--- src/verilog/pix_regs_pkg.sv ---
package pix_regs_pkg;

    // Byte offsets of the register words
    localparam logic [11:0] OFF_VWIN_OFFSET = 12'h000;
    localparam logic [11:0] OFF_VWIN_SIZE = 12'h004;
    localparam logic [11:0] OFF_SWIN_VOFFSET = 12'h010;
    localparam logic [11:0] OFF_SWIN_VSIZE = 12'h014;
    localparam logic [11:0] OFF_SWIN_HOFFSET = 12'h018;
    localparam logic [11:0] OFF_SWIN_HSIZE = 12'h01C;
    localparam logic [11:0] OFF_SWIN_MODE = 12'h020;
    localparam logic [11:0] OFF_DGAIN = 12'h438;
    localparam logic [11:0] OFF_DOFFSET = 12'h43C;
    localparam logic [11:0] OFF_SUBSAMPLE = 12'h73C;
    localparam logic [11:0] OFF_AGAIN = 12'h748;
    localparam logic [11:0] OFF_AVERAGE = 12'h754;
    localparam logic [11:0] OFF_DARK_CAL = 12'h758;
    localparam logic [11:0] OFF_DARK_OFFSET = 12'h75C;

    // Field widths
    localparam int VWIN_W = 12;
    localparam int SWIN_W = 13;
    localparam int MODE_W = 4;
    localparam int DGAIN_W = 14;
    localparam int OFS_W = 10;

    // Reset values
    localparam logic [11:0] RST_VWIN_OFFSET = 12'h000;
    localparam logic [11:0] RST_VWIN_SIZE = 12'h002;
    localparam logic [12:0] RST_SWIN_OFFSET = 13'h0000;
    localparam logic [12:0] RST_SWIN_HSIZE = 13'h0008;
    localparam logic [12:0] RST_SWIN_VSIZE = 13'h0002;
    localparam logic [3:0] RST_SWIN_MODE = 4'h0;
    localparam logic [13:0] RST_DGAIN = 14'h0400;
    localparam logic [9:0] RST_OFS = 10'h000;
    localparam logic [1:0] RST_TWO_BIT = 2'h0;
    localparam logic RST_DARK_CAL = 1'b0;

    // Lowest digital gain code that has effect (unity)
    localparam logic [13:0] DGAIN_MIN = 14'h0400;

    // Analog gain steps in 1/256 units: 1.0, 1.26, 1.87, 3.17
    localparam logic [9:0] AGAIN_X1 = 10'h100;
    localparam logic [9:0] AGAIN_X126 = 10'h143;
    localparam logic [9:0] AGAIN_X187 = 10'h1DF;
    localparam logic [9:0] AGAIN_X317 = 10'h32B;

    typedef enum logic [3:0] {
        WIN_OFF = 4'h0,
        WIN_ALL_IN = 4'h1,
        WIN_ALL_EX = 4'h2,
        WIN_AE_IN = 4'h3,
        WIN_AE_EX = 4'h4,
        WIN_WB_IN = 4'h5,
        WIN_WB_EX = 4'h6,
        WIN_LUT_IN = 4'h7,
        WIN_LUT_EX = 4'h8
    } win_mode_type;

    // Per-function window qualifiers
    typedef struct packed {
        logic ae_use;
        logic ae_excl;
        logic wb_use;
        logic wb_excl;
        logic lut_use;
        logic lut_excl;
    } win_sel_type;

    typedef struct packed {
        logic [11:0] v_offset;
        logic [11:0] v_size;
        logic [12:0] sw_hoffset;
        logic [12:0] sw_hsize;
        logic [12:0] sw_voffset;
        logic [12:0] sw_vsize;
        logic [3:0] sw_mode;
        logic [1:0] subsample;
        logic [1:0] average;
        logic dark_cal_en;
        logic [9:0] dark_offset;
        logic [1:0] analog_gain;
        logic [13:0] digital_gain;
        logic [9:0] digital_offset;
    } cfg_type;

    typedef struct packed {
        logic sub_x;
        logic sub_y;
        logic avg_x;
        logic avg_y;
    } decim_type;

endpackage

--- src/verilog/image_window_regs.sv ---
// Function
// - Statistics window restricts pixels for exposure, gain, white balance, lookup table.
// - Four-bit window mode: off, include/exclude for all, AE/AG, WB, LOOKUP_TABLE.
// - Two-bit subsampling mode: off, x, y, both.
// - Two-bit averaging mode: off, x, y, both.
// - Bit 0 of dark calibration control enables automatic dark calibration.
// - Black-level offset, sign-magnitude, applied only with calibration disabled.
// - Analog gain codes select 1.0x, 1.26x, 1.87x, 3.17x.
// - Digital gain codes below 1024 unused; above apply 0.00097x per step.
// - Digital offset is 10-bit sign-magnitude, -511 to +511.
//
// Local design decision: the AHB-Lite slave port.
module image_window_regs (
    // Clock and reset
    input wire logic hclk,
    input wire logic hresetn,
    // AHB-Lite slave
    input wire logic hsel,
    input wire logic [31:0] haddr,
    input wire logic [1:0] htrans,
    input wire logic hwrite,
    input wire logic [2:0] hsize,
    input wire logic [31:0] hwdata,
    input wire logic hready,
    output logic [31:0] hrdata,
    output logic hreadyout,
    output logic hresp,
    // Pixel stream
    input wire logic pix_valid,
    input wire logic [11:0] pix_in,
    output logic pix_out_valid,
    output logic [11:0] pix_out,
    // Configuration to the pipeline
    output pix_regs_pkg::cfg_type cfg,
    output pix_regs_pkg::win_sel_type win_sel,
    output pix_regs_pkg::decim_type decim,
    output logic [9:0] analog_gain_q8,
    output logic digital_gain_valid,
    output logic [13:0] digital_gain_steps
);
    pix_regs_pkg::cfg_type cfg_reg;
    pix_regs_pkg::cfg_type cfg_next;
    logic wr_pend_reg;
    logic [11:0] wr_addr_reg;
    logic [31:0] rd_word;
    logic take;

    assign take = hsel && hready && htrans[1];
    // Writes land in one cycle, reads come straight from the stores
    assign hreadyout = 1'b1;
    assign hresp = 1'b0;

    always_ff @(posedge hclk or negedge hresetn) begin
        if (!hresetn) begin
            wr_pend_reg <= 1'b0;
            wr_addr_reg <= 12'h000;
        end else if (hready) begin
            wr_pend_reg <= take && hwrite;
            wr_addr_reg <= haddr[11:0];
        end
    end

    // Pending write merged here so a read issued in the write's data phase sees it
    always_comb begin
        cfg_next = cfg_reg;
        if (wr_pend_reg) begin
            unique case (wr_addr_reg)
                pix_regs_pkg::OFF_VWIN_OFFSET: cfg_next.v_offset = hwdata[11:0];
                pix_regs_pkg::OFF_VWIN_SIZE: cfg_next.v_size = hwdata[11:0];
                pix_regs_pkg::OFF_SWIN_VOFFSET: cfg_next.sw_voffset = hwdata[12:0];
                pix_regs_pkg::OFF_SWIN_VSIZE: cfg_next.sw_vsize = hwdata[12:0];
                pix_regs_pkg::OFF_SWIN_HOFFSET: cfg_next.sw_hoffset = hwdata[12:0];
                pix_regs_pkg::OFF_SWIN_HSIZE: cfg_next.sw_hsize = hwdata[12:0];
                pix_regs_pkg::OFF_SWIN_MODE: cfg_next.sw_mode = hwdata[3:0];
                pix_regs_pkg::OFF_DGAIN: cfg_next.digital_gain = hwdata[13:0];
                pix_regs_pkg::OFF_DOFFSET: cfg_next.digital_offset = hwdata[9:0];
                pix_regs_pkg::OFF_SUBSAMPLE: cfg_next.subsample = hwdata[1:0];
                pix_regs_pkg::OFF_AGAIN: cfg_next.analog_gain = hwdata[1:0];
                pix_regs_pkg::OFF_AVERAGE: cfg_next.average = hwdata[1:0];
                pix_regs_pkg::OFF_DARK_CAL: cfg_next.dark_cal_en = hwdata[0];
                pix_regs_pkg::OFF_DARK_OFFSET: cfg_next.dark_offset = hwdata[9:0];
                default: ;
            endcase
        end
    end

    // Only the low field bits are stored, so upper bits drop on write
    always_ff @(posedge hclk or negedge hresetn) begin
        if (!hresetn) begin
            cfg_reg.v_offset <= pix_regs_pkg::RST_VWIN_OFFSET;
            cfg_reg.v_size <= pix_regs_pkg::RST_VWIN_SIZE;
            cfg_reg.sw_hoffset <= pix_regs_pkg::RST_SWIN_OFFSET;
            cfg_reg.sw_hsize <= pix_regs_pkg::RST_SWIN_HSIZE;
            cfg_reg.sw_voffset <= pix_regs_pkg::RST_SWIN_OFFSET;
            cfg_reg.sw_vsize <= pix_regs_pkg::RST_SWIN_VSIZE;
            cfg_reg.sw_mode <= pix_regs_pkg::RST_SWIN_MODE;
            cfg_reg.subsample <= pix_regs_pkg::RST_TWO_BIT;
            cfg_reg.average <= pix_regs_pkg::RST_TWO_BIT;
            cfg_reg.dark_cal_en <= pix_regs_pkg::RST_DARK_CAL;
            cfg_reg.dark_offset <= pix_regs_pkg::RST_OFS;
            cfg_reg.analog_gain <= pix_regs_pkg::RST_TWO_BIT;
            cfg_reg.digital_gain <= pix_regs_pkg::RST_DGAIN;
            cfg_reg.digital_offset <= pix_regs_pkg::RST_OFS;
        end else begin
            cfg_reg <= cfg_next;
        end
    end

    // Read mux zero-extends every field; unmapped words read zero
    always_comb begin
        rd_word = 32'h0000_0000;
        unique case (haddr[11:0])
            pix_regs_pkg::OFF_VWIN_OFFSET: rd_word = {20'h00000, cfg_next.v_offset};
            pix_regs_pkg::OFF_VWIN_SIZE: rd_word = {20'h00000, cfg_next.v_size};
            pix_regs_pkg::OFF_SWIN_VOFFSET: rd_word = {19'h00000, cfg_next.sw_voffset};
            pix_regs_pkg::OFF_SWIN_VSIZE: rd_word = {19'h00000, cfg_next.sw_vsize};
            pix_regs_pkg::OFF_SWIN_HOFFSET: rd_word = {19'h00000, cfg_next.sw_hoffset};
            pix_regs_pkg::OFF_SWIN_HSIZE: rd_word = {19'h00000, cfg_next.sw_hsize};
            pix_regs_pkg::OFF_SWIN_MODE: rd_word = {28'h0000000, cfg_next.sw_mode};
            pix_regs_pkg::OFF_DGAIN: rd_word = {18'h00000, cfg_next.digital_gain};
            pix_regs_pkg::OFF_DOFFSET: rd_word = {22'h000000, cfg_next.digital_offset};
            pix_regs_pkg::OFF_SUBSAMPLE: rd_word = {30'h00000000, cfg_next.subsample};
            pix_regs_pkg::OFF_AGAIN: rd_word = {30'h00000000, cfg_next.analog_gain};
            pix_regs_pkg::OFF_AVERAGE: rd_word = {30'h00000000, cfg_next.average};
            pix_regs_pkg::OFF_DARK_CAL: rd_word = {31'h00000000, cfg_next.dark_cal_en};
            pix_regs_pkg::OFF_DARK_OFFSET: rd_word = {22'h000000, cfg_next.dark_offset};
            default: rd_word = 32'h0000_0000;
        endcase
    end

    // Data phase of a read follows the address phase by one edge
    always_ff @(posedge hclk or negedge hresetn) begin
        if (!hresetn) begin
            hrdata <= 32'h0000_0000;
        end else if (take && !hwrite) begin
            hrdata <= rd_word;
        end
    end

    assign cfg = cfg_reg;

    win_mode_decode u_win_mode_decode (
        .mode(cfg_reg.sw_mode),
        .sel(win_sel)
    );

    always_ff @(posedge hclk or negedge hresetn) begin
        if (!hresetn) begin
            decim <= '0;
        end else begin
            decim.sub_x <= cfg_reg.subsample[0];
            decim.sub_y <= cfg_reg.subsample[1];
            decim.avg_x <= cfg_reg.average[0];
            decim.avg_y <= cfg_reg.average[1];
        end
    end

    always_ff @(posedge hclk or negedge hresetn) begin
        if (!hresetn) begin
            analog_gain_q8 <= pix_regs_pkg::AGAIN_X1;
        end else begin
            unique case (cfg_reg.analog_gain)
                2'h0: analog_gain_q8 <= pix_regs_pkg::AGAIN_X1;
                2'h1: analog_gain_q8 <= pix_regs_pkg::AGAIN_X126;
                2'h2: analog_gain_q8 <= pix_regs_pkg::AGAIN_X187;
                2'h3: analog_gain_q8 <= pix_regs_pkg::AGAIN_X317;
            endcase
        end
    end

    // Codes under the unity code are flagged unusable rather than applied
    always_ff @(posedge hclk or negedge hresetn) begin
        if (!hresetn) begin
            digital_gain_valid <= 1'b1;
            digital_gain_steps <= 14'h0000;
        end else begin
            digital_gain_valid <= cfg_reg.digital_gain >= pix_regs_pkg::DGAIN_MIN;
            if (cfg_reg.digital_gain >= pix_regs_pkg::DGAIN_MIN) begin
                digital_gain_steps <= cfg_reg.digital_gain - pix_regs_pkg::DGAIN_MIN;
            end else begin
                digital_gain_steps <= 14'h0000;
            end
        end
    end

    pixel_correct u_pixel_correct (
        .hclk(hclk),
        .hresetn(hresetn),
        .dark_cal_en(cfg_reg.dark_cal_en),
        .dark_offset(cfg_reg.dark_offset),
        .digital_offset(cfg_reg.digital_offset),
        .pix_valid(pix_valid),
        .pix_in(pix_in),
        .pix_out_valid(pix_out_valid),
        .pix_out(pix_out)
    );
endmodule

--- src/verilog/win_mode_decode.sv ---
module win_mode_decode (
    // Programmed mode
    input wire logic [3:0] mode,
    // Per-function selection
    output pix_regs_pkg::win_sel_type sel
);
    always_comb begin
        sel = '0;
        unique case (mode)
            pix_regs_pkg::WIN_OFF: sel = '0;
            pix_regs_pkg::WIN_ALL_IN: sel = 6'b10_10_10;
            pix_regs_pkg::WIN_ALL_EX: sel = 6'b11_11_11;
            pix_regs_pkg::WIN_AE_IN: sel.ae_use = 1'b1;
            pix_regs_pkg::WIN_AE_EX: sel = 6'b11_00_00;
            pix_regs_pkg::WIN_WB_IN: sel.wb_use = 1'b1;
            pix_regs_pkg::WIN_WB_EX: sel = 6'b00_11_00;
            pix_regs_pkg::WIN_LUT_IN: sel.lut_use = 1'b1;
            pix_regs_pkg::WIN_LUT_EX: sel = 6'b00_00_11;
            // Codes 9 to 15 are undefined and leave the window off
            default: sel = '0;
        endcase
    end
endmodule

--- src/verilog/pixel_correct.sv ---
module pixel_correct (
    // Clock and reset
    input wire logic hclk,
    input wire logic hresetn,
    // Settings
    input wire logic dark_cal_en,
    input wire logic [9:0] dark_offset,
    input wire logic [9:0] digital_offset,
    // Pixel stream
    input wire logic pix_valid,
    input wire logic [11:0] pix_in,
    output logic pix_out_valid,
    output logic [11:0] pix_out
);
    logic [13:0] sum;

    // Both offsets are sign-magnitude; the manual one only acts with calibration off
    always_comb begin
        sum = {2'b00, pix_in};
        if (!dark_cal_en) begin
            if (dark_offset[9]) begin
                sum = sum - {5'h00, dark_offset[8:0]};
            end else begin
                sum = sum + {5'h00, dark_offset[8:0]};
            end
        end
        if (digital_offset[9]) begin
            sum = sum - {5'h00, digital_offset[8:0]};
        end else begin
            sum = sum + {5'h00, digital_offset[8:0]};
        end
    end

    always_ff @(posedge hclk or negedge hresetn) begin
        if (!hresetn) begin
            pix_out_valid <= 1'b0;
        end else begin
            pix_out_valid <= pix_valid;
        end
    end

    // Clamp to the pixel range; underflow wraps into the top bit
    always_ff @(posedge hclk or negedge hresetn) begin
        if (!hresetn) begin
            pix_out <= 12'h000;
        end else if (pix_valid) begin
            if (sum[13]) begin
                pix_out <= 12'h000;
            end else if (sum[12]) begin
                pix_out <= 12'hFFF;
            end else begin
                pix_out <= sum[11:0];
            end
        end
    end
endmodule

--- config.mk ---
export PLATFORM = sky130hd
export DESIGN_NAME = image_window_regs
export DESIGN_NICKNAME = d
export VERILOG_FILES = /design/src/verilog/pix_regs_pkg.sv /design/src/verilog/image_window_regs.sv /design/src/verilog/win_mode_decode.sv /design/src/verilog/pixel_correct.sv
export SDC_FILE = /design/constraint.sdc
export NUM_CORES = 1
export LEC_CHECK = 0
export BUFFER_PORTS_ARGS = -buffer_cell sky130_fd_sc_hd__buf_4
export CELL_PAD_IN_SITES_DETAIL_PLACEMENT = 0
export CELL_PAD_IN_SITES_GLOBAL_PLACEMENT = 1
export CORE_UTILIZATION = 44
export CTS_CLUSTER_SIZE = 24
export DETAILED_ROUTE_END_ITERATION = 10
export PLACE_DENSITY = 0.94
export SETUP_SLACK_MARGIN = 0.1
export SLEW_MARGIN = 20
export SYNTH_ARGS = -nofsm -noshare
export SYNTH_HDL_FRONTEND = slang
export SYNTH_SLANG_ARGS = --single-unit
--- constraint.sdc ---
create_clock -name hclk -period 6.6 [get_ports hclk]
set_clock_uncertainty 0.05 [all_clocks]
set_input_delay 0.99 -clock hclk [delete_from_list [all_inputs] [get_ports hclk]]
set_output_delay 0.99 -clock hclk [all_outputs]
set_load 0.01 [all_outputs]
==> results of run 1 <==
==> metrics by stage <==
| stage | instances | instance area [um2] |
|---|---|---|
| floorplan | 921 | 10300 |
| global placement | 1370 | 11900 |
| detailed placement | 1370 | 11900 |
| CTS | 1402 | 12500 |
| global route | 1403 | 12500 |
| finish | 1403 | 12500 |
==> critical path: stages <==
cell	delay (ns)
buf_4	0.13
ha_1	0.21
inv_1	0.07
fa_1	0.19
o21bai_1	0.08
a21oi_1	0.25
o21a_1	0.18
nor4_1	0.05
o41ai_1	0.48
xnor2_1	0.17
o21ai_0	0.09
ha_1	0.38
a21o_1	0.18
a21oi_1	0.25
o2bb2ai_1	0.12
a311oi_1	0.35
nor4_1	0.10
mux2i_1	0.63
o221a_2	0.33
==> area by class of cell <==
| cell class | instances | area (um2) |
|---|---|---|
| Sequential cell | 185 | 4640 |
| Timing Repair Buffer | 235 | 1770 |
| Tap cell | 285 | 357 |
| Multi-Input combinational cell | 625 | 5020 |
| Clock inverter | 15 | 154 |
| Fill cell | 1949 | 10200 |
| Clock buffer | 17 | 425 |
| Inverter | 41 | 154 |
==> metal layers <==
metal / vias to the layer above / wire [um] / track usage
met1: 4016 / 12700 / 0.334
li1: 3677 / - / -
met3: 75 / 2210 / 0.0518
met2: 388 / 14400 / 0.416
met4: 0 / 1360 / 0.129
met5: - / 0 / 0
==> kinds of logic (layout without fill, tap and decap cells) <==
family,Yosys count,after routing,share of synthesized area
simple gates,224,224,0.125
mux,131,131,0.144
compound gates,176,176,0.132
other cells,2,21,0.000737
flops,185,185,0.455
fa+ha+maj,40,40,0.0513
xor+xnor,33,33,0.0283
buf+inv,111,308,0.0636
==> Yosys cell counts, types with 6 or more instances <==
library cell / number / share of area
buf_4: 26 / 0.019
nor2_1: 31 / 0.011
o21ai_0: 27 / 0.013
o221a_2: 11 / 0.012
xnor2_1: 28 / 0.024
clkbuf_8: 9 / 0.012
nand2b_1: 7 / 0.0043
nand3_1: 7 / 0.0034
dfrtp_1: 180 / 0.44
clkbuf_1: 23 / 0.0085
and2_1: 7 / 0.0043
a22o_1: 16 / 0.014
mux2_2: 123 / 0.14
a21oi_1: 20 / 0.0098
nand2_1: 54 / 0.020
nor2b_1: 18 / 0.011
nor4b_1: 6 / 0.0052
mux2i_1: 7 / 0.0069
or3_1: 6 / 0.0037
nor3_1: 17 / 0.0083
inv_1: 41 / 0.015
nand4_1: 12 / 0.0074
nor4_1: 11 / 0.0067
ha_1: 37 / 0.045
o21a_1: 8 / 0.0059
a22oi_1: 30 / 0.022
and3_1: 10 / 0.0061
==> power by group <==
part	internal, mW	switching, mW	total (mW)
clock network	0.504	0.502	1.01
registers	1.18	0.0422	1.22
logic	0.149	0.171	0.320
total	1.83	0.715	2.55
==> final timing paths <==
kind	slack, ns	endpoint	depth (start not counted)
max	1.68	u_pixel_correct.pix_out[0]	19
max reg2reg	1.89	u_pixel_correct.pix_out[0]	17
min in group asynchronous	0.58	u_pixel_correct.pix_out_valid	1
min	0.37	decim[3]	0
max in group asynchronous	4.44	cfg[76]	2
min reg2reg	0.37	decim[3]	0
==> run metrics, run 1 <==
run status=finished clean; Avg Vias per Cell=5.81; half-perimeter wire length of the detailed placement result=22800 um; number of synthesized flops with an enable pin=0; fraction of layout cells with a size suffix above 1=0.387; Critical Setup Path Class=in2reg; count of maximum capacitance violations=0; maximum number of pins on one net before global-route repair=120; final-report hold violation count=0; clock root buffer=clkbuf_16; post-route antenna net violation count=0; worst-case setup slack after placement=~1.3 ns; data required time of the critical path=6.92 ns; LEAKAGE=5.92 nW; IO Pins=290; pin slew with the least headroom to its limit=1.07 ns; post-synthesis instance area=roughly 10000 um2; number of clock buffers inserted by TritonCTS=17; count of nets after finishing=1232; Reg clk slew, reported paths=0.07 ns; detailed-route via count=8156; layout-stage area growth over the synthesis result=22.8%; count of endpoints failing setup in the final report=0; async set-or-reset flop fraction in the synthesized netlist=1.00; vertical die dimension=154 um; initial antenna violation count=0; total of buffers placed on input and output ports=226; commonest cells after routing, fill and taps aside=buf_4, dfrtp_1, mux2_2; DRT iter0 DRCs=651; core outline area=22700 um2; first-pass GRT wire length=about 46000 um; total negative slack for setup checks=0 ns; hold wc startpoint=cfg[39]; class of the tightest hold or removal check=reg2reg; via count of the first global-routing pass=8001; total number of clock tree sinks=~190; Avg WL per Cell=21.8 um; Post-Synthesis Cells=902; worst hold slack across all endpoints=0.375 ns; max FFs per register=121; post-synthesis register bit count=185; CTS max path bufs=2; number of cell rows=55; post-cts repair resize count=0; residual DRC count=0; minimum period implied by the final worst setup slack=4.92 ns; clock insertion delay at the later pin of the skew report=0.44 ns; antenna diode count=0; length of the first detailed-routing pass in iterations=5; Max Fanout on Critical Path=12; Initial Utilization=0.449; Max VDD drop=0.156 mV; post-synthesis area per instance=about 11 um2; arrival time at the worst endpoint=5.24 ns; commonest non-fill, non-tap cell in the layout=buf_4; Util after Layout=0.551; kind of end point of the critical path=flop; Post-Route WL=around 30000 um; element type at the critical path start=input port; count of unique library cells instantiated by Yosys=86; launch point of the worst path=pix_in[0]; Setup Buffers After CTS=0; overall die area=about 24000 um2; GRT Residual Overflow=0; unrepaired setup endpoints after global routing=no; remaining max-slew budget at the tightest pin=0.282; final worst path period share=0.745; min setup slack post-route=between 1.5 and 2 ns; reg2reg start=cfg[27]; RePlAce Congestion=0.921; All-Layer GR Usage=0.259; power per standard cell area=slightly above 200 nW/um2; Synthesis Warnings=0; total power draw=2.55 mW; cts-stage hold buffer count=0; fraction of the yosys area taken by sequential cells=0.455; Final Max Tran Viols=0; width of the chip=154 um; TritonCTS clock tree=yes; depth of the CTS H-tree=4; fmax=203 MHz; Post-synth top flop=dfrtp_1
No activity file was read; power rests on OpenSTA's default activity.
==> run 2, diff against run 1 <==
--- a/config.mk
+++ b/config.mk
@@ -8,10 +8,10 @@
 export BUFFER_PORTS_ARGS = -buffer_cell sky130_fd_sc_hd__buf_4
 export CELL_PAD_IN_SITES_DETAIL_PLACEMENT = 0
 export CELL_PAD_IN_SITES_GLOBAL_PLACEMENT = 1
-export CORE_UTILIZATION = 44
+export CORE_UTILIZATION = 41
 export CTS_CLUSTER_SIZE = 24
 export DETAILED_ROUTE_END_ITERATION = 10
-export PLACE_DENSITY = 0.94
+export PLACE_DENSITY = 0.89
 export SETUP_SLACK_MARGIN = 0.1
 export SLEW_MARGIN = 20
 export SYNTH_ARGS = -nofsm -noshare
==> constraint.sdc (replaced) <==
create_clock -name hclk -period 4.85 [get_ports hclk]
set_clock_uncertainty 0.05 [all_clocks]
set_input_delay 0.7275 -clock hclk [delete_from_list [all_inputs] [get_ports hclk]]
set_output_delay 0.7275 -clock hclk [all_outputs]
set_load 0.01 [all_outputs]
==> run 2 against run 1 <==
Net effect: power increased by 37%; global-route usage down 0.75 points; die area grew 7.2%; routed wire length rose by 3.4%; count of clock-buffer cells in the layout is the same; critical endpoint is now u_pixel_correct.pix_out[4]; highest routed layer unchanged.
==> run metrics, run 2 (same netlist as run 1, synthesis figures left out) <==
Reg clk slew, reported paths=0.07 ns; length of the first detailed-routing pass in iterations=5; cts-stage hold buffer count=0; DRT iter0 DRCs=620; Final Max Tran Viols=0; post-route antenna net violation count=0; overall die area=25500 um2; data required time of the critical path=5.17 ns; Avg Vias per Cell=5.59; CTS max path bufs=2; IO Pins=290; total number of clock tree sinks=185; maximum number of pins on one net before global-route repair=115; element type at the critical path start=flop; Max VDD drop=between 0.2 and 0.3 mV; final worst path period share=0.910; Critical Setup Path Class=reg2reg; clock insertion delay at the later pin of the skew report=roughly 0.43 ns; final-report hold violation count=0; fmax=227 MHz; count of nets after finishing=1250; half-perimeter wire length of the detailed placement result=24000 um; count of maximum capacitance violations=0; number of clock buffers inserted by TritonCTS=17; fraction of layout cells with a size suffix above 1=0.398; max FFs per register=121; largest stage delay on the critical path=approximately 0.42 ns; Avg WL per Cell=21.7 um; layout-stage area growth over the synthesis result=24.6%; total of buffers placed on input and output ports=between 200 and 250; Post-Route WL=31600 um; worst hold slack across all endpoints=between 0.3 and 0.4 ns; residual DRC count=0; Setup Buffers After CTS=0; minimum period implied by the final worst setup slack=4.41 ns; remaining max-slew budget at the tightest pin=0.356; total power draw=around 3.5 mW; width of the chip=160 um; commonest non-fill, non-tap cell in the layout=buf_4; first-pass GRT wire length=48500 um; Critical Path, Cell by Cell=inv_1 > ha_1 > inv_1 > a21oi_1 > o311ai_0 > a31oi_1 > o41ai_1 > a21boi_0 > xor2_1 > ha_1 > and3_1 > nor2b_1 > o2bb2ai_1 > a311oi_1 > nor4_1 > mux2i_4 > o221a_2; detailed-route via count=a little over 8000; RePlAce Congestion=0.903; post-detailed-placement cell area=12100 um2; power per standard cell area=~280 nW/um2; core outline area=between 20000 and 25000 um2; LEAKAGE=6.02 nW; count of endpoints failing setup in the final report=0; antenna diode count=0; GRT Residual Overflow=0; initial antenna violation count=0; unrepaired setup endpoints after global routing=no; arrival time at the worst endpoint=4.73 ns; TritonCTS clock tree=yes; via count of the first global-routing pass=8134; clock root buffer=clkbuf_16; Max Fanout on Critical Path=12; Initial Utilization=0.419; class of the tightest hold or removal check=in2async; Fill cells=roughly 2100; run status=finished clean; commonest cells after routing, fill and taps aside=buf_4, dfrtp_1, mux2_2; kind of end point of the critical path=flop; number of cell rows=57; pin slew with the least headroom to its limit=0.959 ns; cell area after layout=12700 um2; vertical die dimension=160 um; standard cell with the maximum stage delay on the critical path=dfrtp_1; All-Layer GR Usage=0.251; depth of the CTS H-tree=4
## run 2: metrics by stage
stage,setup WS [ns],TNS (ns),utilization,instances
final,0.437,0,0.523,1460
after global routing,0.143,0,0.523,1460
after floorplan,0.597,0,-,921
after global placement,-0.109,-1.25,0.498,1428
after detailed placement,-0.227,-2.50,0.498,1428
after CTS,0.283,0,0.522,1460
## run 2: area by class of cell
| class | count | area [um2] | area share |
|---|---|---|---|
| sequential | 185 | 4640 | 0.365 |
| tap | 324 | 405 | 0.0319 |
| timing repair buffer | 253 | 1910 | 0.150 |
| inverter | 41 | 154 | 0.0121 |
| clock inverter | 15 | 153 | 0.0120 |
| clock buffer | 17 | 425 | 0.0335 |
| multi-input combinational | 625 | 5030 | 0.396 |
## run 2: worst max-delay path, delay by kind of cell (launching register included)
family | cells | cell delay (ns)
XOR/XNOR | 1 | 0.21
multiplexers | 1 | 0.35
flip-flops | 1 | 0.42
AND/OR/NAND/NOR | 3 | 0.44
adder cells (fa/ha/maj) | 2 | 0.53
buffers and inverters | 2 | 0.22
AO/OA/AOI/OAI | 8 | 2.11
## run 2: metal layers
layer / track usage / wire length, um / part of all wire
met1: 0.331 / 12900 / 0.41
met2: 0.409 / 15200 / 0.48
met3: 0.0566 / 2680 / 0.085
met4: 0.0839 / 808 / 0.026
met5: 0 / 0 / 0
## run 2: worst paths after layout
| check | slack, ns | cells after the start | endpoint | from |
|---|---|---|---|---|
| max in group asynchronous | 3.29 | 2 | cfg[98] | hresetn |
| setup reg to reg | 0.44 | 17 | u_pixel_correct.pix_out[4] | cfg[27] |
| min in group hclk | 0.37 | 0 | decim[3] | cfg[39] |
| hold / removal | 0.32 | 1 | u_pixel_correct.pix_out_valid | hresetn |
| hold reg to reg | 0.37 | 0 | decim[3] | cfg[39] |
| setup / recovery | 0.44 | 17 | u_pixel_correct.pix_out[4] | cfg[27] |
## run 2: what timing repair did
action,in CTS,in global routing
gates resized for setup,1,1
pin swaps,0,0
hold endpoints to repair,0,0
setup endpoints to repair,11,12
## run 2: power by group
group / total [mW] / switching, mW / internal [mW] / leakage (nW)
logic: 0.441 / 0.234 / 0.207 / 3.47
registers: 1.67 / 0.0591 / 1.61 / 2.27
clock network: 1.39 / 0.661 / 0.729 / 0.283
total: 3.50 / 0.954 / 2.54 / 6.02
